==> src/include/mdcsf_pkg.sv <==
/*
  Shared constants for the motor drive configuration and speed feedback block:
  register offsets, field positions, reset values and voltage limits.
  Assumes a single 100 MHz device clock and a plain register port.
*/
`default_nettype none
package mdcsf_pkg;
  // Register byte offsets.
  localparam logic [7:0] OFF_CTRL  = 8'h00;
  localparam logic [7:0] OFF_SLEEP = 8'h04;
  localparam logic [7:0] OFF_SPEED = 8'h08;
  localparam logic [7:0] OFF_PULSE = 8'h0C;
  localparam logic [7:0] OFF_VOLT  = 8'h10;
  localparam logic [7:0] OFF_CAP   = 8'h14;
  localparam logic [7:0] OFF_STAT  = 8'h18;
  // Control register field positions; F_HIGH is the upper field of the threshold and pulse registers.
  localparam int F_MODE   = 0;
  localparam int F_DIR    = 2;
  localparam int F_BRK    = 4;
  localparam int F_STYLE  = 6;
  localparam int F_LOOP   = 7;
  localparam int F_PERS   = 9;
  localparam int F_MOD    = 10;
  localparam int F_DBC    = 11;
  localparam int F_CAP    = 12;
  localparam int F_SURGE  = 13;
  localparam int F_UVREC  = 14;
  localparam int F_OVREC  = 15;
  localparam int F_HIGH   = 16;
  // Override encodings.
  localparam logic [1:0] OVR_SET = 2'h1;
  localparam logic [1:0] OVR_CLR = 2'h2;
  // Power mode select encodings.
  localparam logic [1:0] PM_SLEEP   = 2'h1;
  localparam logic [1:0] PM_STANDBY = 2'h2;
  // Speed pulse loop select encodings.
  localparam logic [1:0] LOOP_CLOSED = 2'h0;
  localparam logic [1:0] LOOP_OPEN   = 2'h1;
  // Supply thresholds in units of 0.1 V.
  localparam logic [8:0] LOW_MIN  = 9'h02D;
  localparam logic [8:0] LOW_MAX  = 9'h07D;
  localparam logic [8:0] HIGH_MIN = 9'h0C8;
  localparam logic [8:0] HIGH_MAX = 9'h15E;
  // Reset values.
  localparam logic [31:0] RST_CTRL  = 32'h0000_0000;
  localparam logic [15:0] RST_SLEEP = 16'hFFFF;
  localparam logic [4:0]  RST_DIV   = 5'h04;
  localparam logic [8:0]  RST_LOW   = 9'h05A;
  localparam logic [8:0]  RST_HIGH  = 9'h118;
  // Power state of the device.
  typedef enum logic [1:0] {PS_RUN, PS_SLEEP, PS_STANDBY} mdcsf_pwr_e;
endpackage : mdcsf_pkg
`default_nettype wire

==> src/mdcsf_top.sv <==
/*
  Configuration and supervision logic of a sensorless three-phase drive:
  sleep/standby, pin overrides, brake style, speed pulse output, modulation
  options, supply current cap, surge guard and supply voltage faults.
  Assumes estimator signals arrive on sys_clk_in; pins pass two flip-flops.
*/
// The strobed register port and the placing of the registers were left to the implementer.
`timescale 1ns/1ns
`default_nettype none
module mdcsf_top
  import mdcsf_pkg::*;
(
  input  wire logic        sys_clk_in,
  input  wire logic        rstn_in,
  input  wire logic [7:0]  addr_in,
  input  wire logic [31:0] wdata_in,
  input  wire logic        wr_in,
  input  wire logic        rd_in,
  output logic      [31:0] rdata_out,
  input  wire logic [15:0] speed_cmd_in,
  input  wire logic        dir_pin_in,
  input  wire logic        brake_pin_in,
  input  wire logic        drive_active_in,
  input  wire logic        closed_loop_in,
  input  wire logic        elec_pulse_in,
  input  wire logic [15:0] bemf_mv_in,
  input  wire logic [8:0]  supply_dv_in,
  input  wire logic [15:0] bus_current_in,
  output logic             motor_out_en_out,
  output logic             charge_pump_en_out,
  output logic             analog_reg_en_out,
  output logic             bus_en_out,
  output logic             rotate_cw_out,
  output logic             low_side_all_on_out,
  output logic             align_hold_out,
  output logic             speed_pulse_output_out,
  output logic             modulation_select_out,
  output logic             dead_band_correction_on_out,
  output logic             speed_limit_out,
  output logic             surge_guard_out,
  output logic             supply_under_fault_out,
  output logic             supply_over_fault_out
);

  logic [31:0] ctrl_q;
  logic [15:0] sleep_dly_q;
  logic [15:0] speed_thr_q;
  logic [4:0]  div_q;
  logic [15:0] emf_floor_q;
  logic [8:0]  low_thr_q;
  logic [8:0]  high_thr_q;
  logic [15:0] cap_q;
  logic [15:0] below_cnt_q;
  logic [4:0]  pulse_cnt_q;
  logic        pulse_q;
  logic        uv_q;
  logic        ov_q;
  logic [1:0]  dir_sync_q;
  logic [1:0]  brk_sync_q;
  logic        elec_prev_q;
  mdcsf_pwr_e  pwr_q;
  logic        bus_ok;
  logic        wr_ok;
  logic        below;
  logic        brake_on;
  logic        pulse_allowed;
  logic        loop_ok;
  logic [8:0]  wlow;
  logic [8:0]  whigh;
  logic        uv_cond;
  logic        ov_cond;
  logic        clr_uv;
  logic        clr_ov;

  // The serial bus is dead while asleep, so accesses then are dropped.
  assign bus_ok = (pwr_q != PS_SLEEP);
  assign wr_ok  = wr_in && bus_ok;
  assign clr_uv = wr_ok && (addr_in == OFF_STAT) && wdata_in[0];
  assign clr_ov = wr_ok && (addr_in == OFF_STAT) && wdata_in[1];

  // Threshold writes are clamped into the legal range.
  always_comb begin
    wlow  = wdata_in[8:0];
    whigh = wdata_in[F_HIGH +: 9];
    if (wlow < LOW_MIN) wlow = LOW_MIN;
    else if (wlow > LOW_MAX) wlow = LOW_MAX;
    if (whigh < HIGH_MIN) whigh = HIGH_MIN;
    else if (whigh > HIGH_MAX) whigh = HIGH_MAX;
  end

  // Configuration registers.
  always_ff @(posedge sys_clk_in) begin
    if (!rstn_in) begin
      ctrl_q      <= RST_CTRL;
      sleep_dly_q <= RST_SLEEP;
      speed_thr_q <= '0;
      div_q       <= RST_DIV;
      emf_floor_q <= '0;
      low_thr_q   <= RST_LOW;
      high_thr_q  <= RST_HIGH;
      cap_q       <= '1;
    end else if (wr_ok) begin
      if (addr_in == OFF_CTRL) ctrl_q <= wdata_in;
      else if (addr_in == OFF_SLEEP) sleep_dly_q <= wdata_in[15:0];
      else if (addr_in == OFF_SPEED) speed_thr_q <= wdata_in[15:0];
      else if (addr_in == OFF_PULSE) begin
        div_q       <= wdata_in[4:0];
        emf_floor_q <= wdata_in[F_HIGH +: 16];
      end else if (addr_in == OFF_VOLT) begin
        low_thr_q  <= wlow;
        high_thr_q <= whigh;
      end else if (addr_in == OFF_CAP) cap_q <= wdata_in[15:0];
    end
  end

  // Read data one cycle after the strobe; unmapped offsets read zero.
  always_ff @(posedge sys_clk_in) begin
    if (!rstn_in) rdata_out <= '0;
    else if (rd_in && bus_ok) begin
      if (addr_in == OFF_CTRL) rdata_out <= ctrl_q;
      else if (addr_in == OFF_SLEEP) rdata_out <= {16'h0000, sleep_dly_q};
      else if (addr_in == OFF_SPEED) rdata_out <= {16'h0000, speed_thr_q};
      else if (addr_in == OFF_PULSE) rdata_out <= {emf_floor_q, 11'h000, div_q};
      else if (addr_in == OFF_VOLT) rdata_out <= {7'h00, high_thr_q, 7'h00, low_thr_q};
      else if (addr_in == OFF_CAP) rdata_out <= {16'h0000, cap_q};
      else if (addr_in == OFF_STAT) rdata_out <= {27'h0, pulse_q, pwr_q, ov_q, uv_q};
      else rdata_out <= '0;
    end else rdata_out <= '0;
  end

  // Idle timer: counts cycles the speed command stays below threshold.
  assign below = (speed_cmd_in < speed_thr_q);
  always_ff @(posedge sys_clk_in) begin
    if (!rstn_in) below_cnt_q <= '0;
    else if (!below) below_cnt_q <= '0;
    else if (below_cnt_q != 16'hFFFF) below_cnt_q <= below_cnt_q + 16'h0001;
  end

  // Power state; a rising speed command is the only way out of sleep.
  always_ff @(posedge sys_clk_in) begin
    if (!rstn_in) pwr_q <= PS_RUN;
    else begin
      case (pwr_q)
        PS_RUN: begin
          if (below && below_cnt_q >= sleep_dly_q) begin
            if (ctrl_q[F_MODE +: 2] == PM_SLEEP) pwr_q <= PS_SLEEP;
            else if (ctrl_q[F_MODE +: 2] == PM_STANDBY) pwr_q <= PS_STANDBY;
          end
        end
        default: begin
          if (!below) pwr_q <= PS_RUN;
        end
      endcase
    end
  end

  // Supply enables follow the power state.
  assign motor_out_en_out   = (pwr_q == PS_RUN);
  assign charge_pump_en_out = (pwr_q != PS_SLEEP);
  assign analog_reg_en_out  = (pwr_q != PS_SLEEP);
  assign bus_en_out         = bus_ok;

  // Direction and brake pins pass two flip-flops before use.
  always_ff @(posedge sys_clk_in) begin
    if (!rstn_in) begin
      dir_sync_q <= '0;
      brk_sync_q <= '0;
    end else begin
      dir_sync_q <= {dir_sync_q[0], dir_pin_in};
      brk_sync_q <= {brk_sync_q[0], brake_pin_in};
    end
  end

  // Overrides: 01 forces, 10 cancels, else the pin decides.
  always_comb begin
    if (ctrl_q[F_DIR +: 2] == OVR_SET) rotate_cw_out = 1'b1;
    else if (ctrl_q[F_DIR +: 2] == OVR_CLR) rotate_cw_out = 1'b0;
    else rotate_cw_out = dir_sync_q[1];
    if (ctrl_q[F_BRK +: 2] == OVR_SET) brake_on = 1'b1;
    else if (ctrl_q[F_BRK +: 2] == OVR_CLR) brake_on = 1'b0;
    else brake_on = brk_sync_q[1];
  end
  assign low_side_all_on_out = brake_on && !ctrl_q[F_STYLE] && motor_out_en_out;
  assign align_hold_out      = brake_on && ctrl_q[F_STYLE] && motor_out_en_out;

  // Modulation and protection option outputs.
  assign modulation_select_out       = ctrl_q[F_MOD];
  assign dead_band_correction_on_out = ctrl_q[F_DBC];
  assign speed_limit_out = ctrl_q[F_CAP] && (bus_current_in > cap_q);
  assign surge_guard_out = ctrl_q[F_SURGE];

  // Speed pulse gating by loop state, drive state and persistence.
  always_comb begin
    if (ctrl_q[F_LOOP +: 2] == LOOP_CLOSED) loop_ok = closed_loop_in;
    else if (ctrl_q[F_LOOP +: 2] == LOOP_OPEN) loop_ok = !closed_loop_in;
    else loop_ok = 1'b1;
    if (pwr_q != PS_RUN) pulse_allowed = 1'b0;
    else if (!ctrl_q[F_PERS]) pulse_allowed = drive_active_in && loop_ok;
    else pulse_allowed = (drive_active_in && loop_ok) || (bemf_mv_in >= emf_floor_q);
  end

  // Divider toggles the output every half pole count of electrical edges.
  always_ff @(posedge sys_clk_in) begin
    if (!rstn_in) begin
      elec_prev_q <= 1'b0;
      pulse_cnt_q <= '0;
      pulse_q     <= 1'b1;
    end else begin
      elec_prev_q <= elec_pulse_in;
      if (!pulse_allowed) begin
        pulse_cnt_q <= '0;
        pulse_q     <= 1'b1;
      end else if (elec_pulse_in && !elec_prev_q) begin
        if (pulse_cnt_q + 5'h01 >= (div_q >> 1)) begin
          pulse_cnt_q <= '0;
          pulse_q     <= !pulse_q;
        end else pulse_cnt_q <= pulse_cnt_q + 5'h01;
      end
    end
  end
  assign speed_pulse_output_out = pulse_q;

  // Supply faults: set wins over clear; auto mode clears when condition ends.
  assign uv_cond = (supply_dv_in < low_thr_q);
  assign ov_cond = (supply_dv_in > high_thr_q);
  always_ff @(posedge sys_clk_in) begin
    if (!rstn_in) begin
      uv_q <= 1'b0;
      ov_q <= 1'b0;
    end else begin
      if (uv_cond) uv_q <= 1'b1;
      else if (!ctrl_q[F_UVREC] || clr_uv) uv_q <= 1'b0;
      if (ov_cond) ov_q <= 1'b1;
      else if (!ctrl_q[F_OVREC] || clr_ov) ov_q <= 1'b0;
    end
  end
  assign supply_under_fault_out = uv_q;
  assign supply_over_fault_out  = ov_q;
endmodule : mdcsf_top
`default_nettype wire

==> config.mk <==
export PLATFORM = sky130hd
export DESIGN_NAME = mdcsf_top
export DESIGN_NICKNAME = d
export VERILOG_FILES = /design/src/include/mdcsf_pkg.sv /design/src/mdcsf_top.sv
export SDC_FILE = /design/constraint.sdc
export NUM_CORES = 1
export LEC_CHECK = 0
export BUFFER_PORTS_ARGS = -buffer_cell sky130_fd_sc_hd__buf_4
export CAP_MARGIN = 20
export CORE_MARGIN = 2
export CORE_UTILIZATION = 50
export DETAILED_ROUTE_END_ITERATION = 8
export PLACE_DENSITY_LB_ADDON = 0.05
export SYNTH_ARGS = -nofsm -noshare
export SYNTH_HDL_FRONTEND = slang
export SYNTH_SLANG_ARGS = --single-unit
==> constraint.sdc <==
create_clock -name sys_clk_in -period 3.75 [get_ports sys_clk_in]
set_clock_uncertainty 0.2 [all_clocks]
set_input_delay 0.75 -clock sys_clk_in [delete_from_list [all_inputs] [get_ports sys_clk_in]]
set_output_delay 0.75 -clock sys_clk_in [all_outputs]
set_load 0.05 [all_outputs]
---- After elaboration in Yosys (flattened, before gate mapping) ----
Cells that the tools add are included.
word-level totals
  output and inout port bits .............. 46
  word-level logic and storage cells ...... 122
  bits of input ports ..................... 106
  flip-flop bits (word level) ............. 182
operators by class
  magnitude comparators ................... 11
  bitwise gates (word level) .............. 5
  reductions and logical operators ........ 39
  add/sub/neg operators ................... 2
  mux-type cells .......................... 29
  eq/ne operators ......................... 18
operators with widths
  operator                                                       number
  2-to-1 mux 32 bit                                              4
  2-to-1 mux 9 bit                                               4
  >= comparator 16 bit                                           2
  2-to-1 mux 25 bit                                              1
  equality test 8 x 5 -> 1 bit, second input constant            3
  adder 16 x 1 -> 16 bit, second input constant                  1
  equality test 8 x 4 -> 1 bit, second input constant            2
  greater-than comparator 16 bit                                 1
  less-than comparator 16 bit                                    1
  2-to-1 mux 16 bit                                              1
  != test 16 bit, second input constant                          1
  logical AND 1 bit                                              13
  2-to-1 mux 1 bit                                               12
  2-to-1 mux 2 bit                                               5
  2-to-1 mux 5 bit                                               2
  AND reduction 2 bit                                            5
  greater-than comparator 9 x 7 -> 1 bit, second input constant  1
  greater-than comparator 9 bit                                  1
  greater-than comparator 9 bit, second input constant           1
  less-than comparator 9 x 6 -> 1 bit, second input constant     1
  less-than comparator 9 x 8 -> 1 bit, second input constant     1
  less-than comparator 9 bit                                     1
  equality test 2 x 1 -> 1 bit, second input constant            4
  equality test 8 x 3 -> 1 bit, second input constant            1
  other kinds (17)                                               35

---- Longest topological paths before layout ----
  word-level depth ........................ 8
  depth in mapped cells ................... 10

---- Worst setup path before layout ----
Ideal clock, no wire load.
  path type ............................... in2out
  start point ............................. input bus_current_in[9]
  end point ............................... output speed_limit_out
  path slack .............................. 0.792 ns
  stages .................................. 6
  data arrival time ....................... 2.008 ns
  path through ............................ ha_1 -> a21oi_1 -> nor2_1 -> a2111oi_0 -> o21ai_0 -> o21a_1
on the way
  word-level cells in the longest chain between the ends .. 2
ends and longest elaborated chain
  what                            line              source
  start, declared                 mdcsf_top.sv:28   input wire logic [15:0] bus_current_in,
  greater-than comparator 16 bit  mdcsf_top.sv:189  assign speed_limit_out = ctrl_q[F_CAP] && (bus_current_in > cap_q);
  logical AND 1 bit               mdcsf_top.sv:189
  end, declared                   mdcsf_top.sv:39   output logic speed_limit_out,
No other way between the ends.

---- Worst setup path after layout ----
Same ends and word-level chain as after synthesis.

==> metrics.md <==
| Metric | Value |
|---|---|
| Status | `completed` |
| Initial antenna violation count | `0` |
| CP dominant cell by count | `buf_4` |
| Grt ovf | `0` |
| Synth cell types | `60` |
| VDD IR max | `297 uV` |
| Routed length per instance | `17.6 um` |
| Design Area, Final | `0.0113 sq mm` |
| H-tree level count | `4` |
| Final non-filler cell total | `1485` |
| Die width | `141 um` |
| Hold Crit Class | `reg2reg` |
| Hold slack | `243 ps` |
| Final Hold Violating Endpoints | `0` |
| RSZ-0062 raised after global routing | `false` |
| Min Tclk post-route | `3230 ps` |
| Pint | `3.09 mW` |
| 1st-pass router iterations | `8` |
| Top delay family on crit path | `compound AO/OA/AOI/OAI gates` |
| Commonest non-fill, non-tap cell in the layout | `dfxtp_1` |
| Register area share after synthesis | `0.390` |
| Slowest CP cell | `a2111oi_0` |
| Area of the die | `0.0198 sq mm` |
| Slew margin rel. | `0.434` |
| Arr. time, crit path | `2280 ps` |
| Dpl cell area | `0.0107 sq mm` |
| Maximum buffer depth of the clock tree | `2` |
| Most frequent cells in the layout | `182 x dfxtp_1, 178 x nand2_1, 168 x buf_4` |
| Routability cong. | `0.909` |
| Reg power frac | `0.480` |
| Synth Instances | `1111` |
| Most used flip-flop cell after synthesis | `dfxtp_1` |
| Clock transition at path regs | `70 ps` |
| Clk_lat worst skew | `430 ps` |
| Placeable Area | `0.0181 sq mm` |
| DP Worst Slack | `453 ps` |
| Layout cells sized above 1 | `0.169` |
| Max cap viols | `0` |
| CP Capture Type | `output port` |
| Post-Syn Area | `0.00934 sq mm` |
| Startpoint types | `input port` |
| Post-synth top area share | `0.390` |
| Fmax | `0.310 GHz` |
| N_diodes | `0` |
| DP HPWL | `19700 um` |
| Max stage delay on crit path | `400 ps` |
| Placed Cells | `1453` |
| # setup viols final | `0` |
| Measured slew at the worst slew-check pin | `846 ps` |
| Max-slew violations | `0` |
| Critical path class | `in2out` |
| Crit-path max FO | `2` |
| Number of top-level pins | `152` |
| Final setup TNS | `0 ps` |
| PortBufs | `151` |
| Postcts setup bufs | `0` |
| FF+latch count, synth | `182` |
| # resized after CTS | `0` |
| Cell accounting for the most synthesized area | `dfxtp_1` |
| Post-route ant nets | `0` |
| P_sw | `966 uW` |
| Sw Ratio | `0.238` |
| Clock Sinks | `182` |
| Synthesized net count | `1303` |
| Comb pwr share | `0.076` |
| Synthesis-to-finish area growth | `20.8%` |
| Via count | `8423` |
| Routed Wire Length | `26100 um` |
| Die height | `141 um` |
| Number of synthesized flops with an enable pin | `0` |
| CTS Buf Count | `17` |
| Ranking of synthesized cells by area | `dfxtp_1 39%, ha_1 12%, nand2_1 7.2%` |
| Clock Root Buffer | `clkbuf_16` |
| Initial DRC Count | `542` |
| Post-CTS Hold Buffers | `0` |
| Avg Inst Size Synth | `8.40 sq um` |
| Synthesis Warnings | `0` |
| Std-Cell Rows | `49` |
| Largest net degree at the start of global routing | `50` |
| Ys async rst share | `0` |
| First-pass GRT wire length | `41400 um` |
| Crit-path cells | `buf_4, ha_1, a21oi_1, nor2_1, a2111oi_0, o21ai_0, o21a_1, buf_4` |
| Final worst-path cycle share | `0.861` |
| Starting Density | `0.514` |
| DRC | `0` |
| Clock power share | `0.444` |
| Pwr/cell area | `359 mW/mm^2` |
| WP data required | `2800 ps` |
| Worst Path Buf+Inv | `2` |
| DR vias/cell | `5.67` |
| Vias in the first global route | `7996` |
| Overall Global Routing Usage | `0.266` |
| Final setup margin | `523 ps` |
| CTS tree | `yes` |
| Lkg Pwr | `4.65 nW` |
| Final nets | `1435` |
-- registers in the layout, summed over array words and instances, names as in the netlist --
name,count
below_cnt_q,16
supply_over_fault_out,1
low_thr_q,9
div_q,5
ctrl_q,32
speed_pulse_output_out,1
dir_sync_q,2
high_thr_q,9
elec_prev_q,1
speed_thr_q,16
cap_q,16
rdata_out,32
pulse_cnt_q,5
sleep_dly_q,16
supply_under_fault_out,1
emf_floor_q,16
brk_sync_q,2
pwr_q,2
-- metal layers --
layer | track usage | routed length [um] | share of wire | up-vias
met5 | 0 | 0 | 0 | -
met4 | 0.0989 | 662 | 0.025 | 0
met3 | 0.0421 | 1640 | 0.063 | 38
met2 | 0.445 | 12400 | 0.48 | 287
met1 | 0.349 | 11400 | 0.44 | 3932
li1 | - | - | - | 4166
-- worst paths after layout --
kind                                from                            to  slack [ps]  cells after the start
max                    bus_current_in[9]               speed_limit_out         520                      8
min             dir_sync_q[0]$_SDFF_PN0_      dir_sync_q[1]$_SDFF_PN0_         240                      1
max reg2reg  speed_thr_q[5]$_SDFFE_PN0P_  below_cnt_q[15]$_SDFFE_PN0P_        1170                      6
min reg2reg     dir_sync_q[0]$_SDFF_PN0_      dir_sync_q[1]$_SDFF_PN0_         240                      1
-- Yosys cell counts (all sizes together), types with 7 or more instances --
cell type / number
nor4: 7
and2: 8
a21oi: 43
and3: 7
o211ai: 40
nor2b: 21
o22ai: 16
nand2: 178
nor2: 77
nand3: 19
mux2i: 26
xor2: 10
o21ai: 36
o21a: 10
nor3: 20
a222oi: 9
dfxtp: 182
ha: 86
clkbuf: 45
a21boi: 57
nand4: 16
a211oi: 8
a221oi: 12
a22oi: 13
buf: 12
inv: 93
-- layout make-up --
class	count	area, sq um
Fill cell	1662	6870
Clock inverter	14	151
Sequential cell	182	3640
Tap cell	229	287
Clock buffer	18	439
Timing Repair Buffer	170	1300
Inverter	93	349
Multi-Input combinational cell	779	5110
-- stage by stage --
stage | utilization | power, mW
2_1_floorplan | - | 2.13
3_3_place_gp | 0.589 | 2.29
3_5_place_dp | 0.589 | 2.30
4_1_cts | 0.621 | 4.07
5_1_grt | 0.621 | 4.19
6_report | 0.621 | 4.05
-- cells by family after synthesis --
kind of cell / count (synthesis) / synth area share
adders and majority gates: 88 / 0.117
DFF: 182 / 0.390
buffers and inverters: 150 / 0.0638
xor gates and xnor gates: 15 / 0.0141
and+or+nand+nor: 382 / 0.188
muxes: 26 / 0.0279
AOI/OAI and AO/OA: 268 / 0.199
-- power by group through the flow --
stage	sequential [mW]	clock (mW)	combinational [mW]
finish	1.95	1.80	0.309
global route	1.95	1.90	0.339
CTS	1.95	1.82	0.309
detailed placement	1.99	0	0.307
global placement	1.99	0	0.305
floorplan	1.99	0	0.140
No activity file was read; power rests on OpenSTA's default activity.
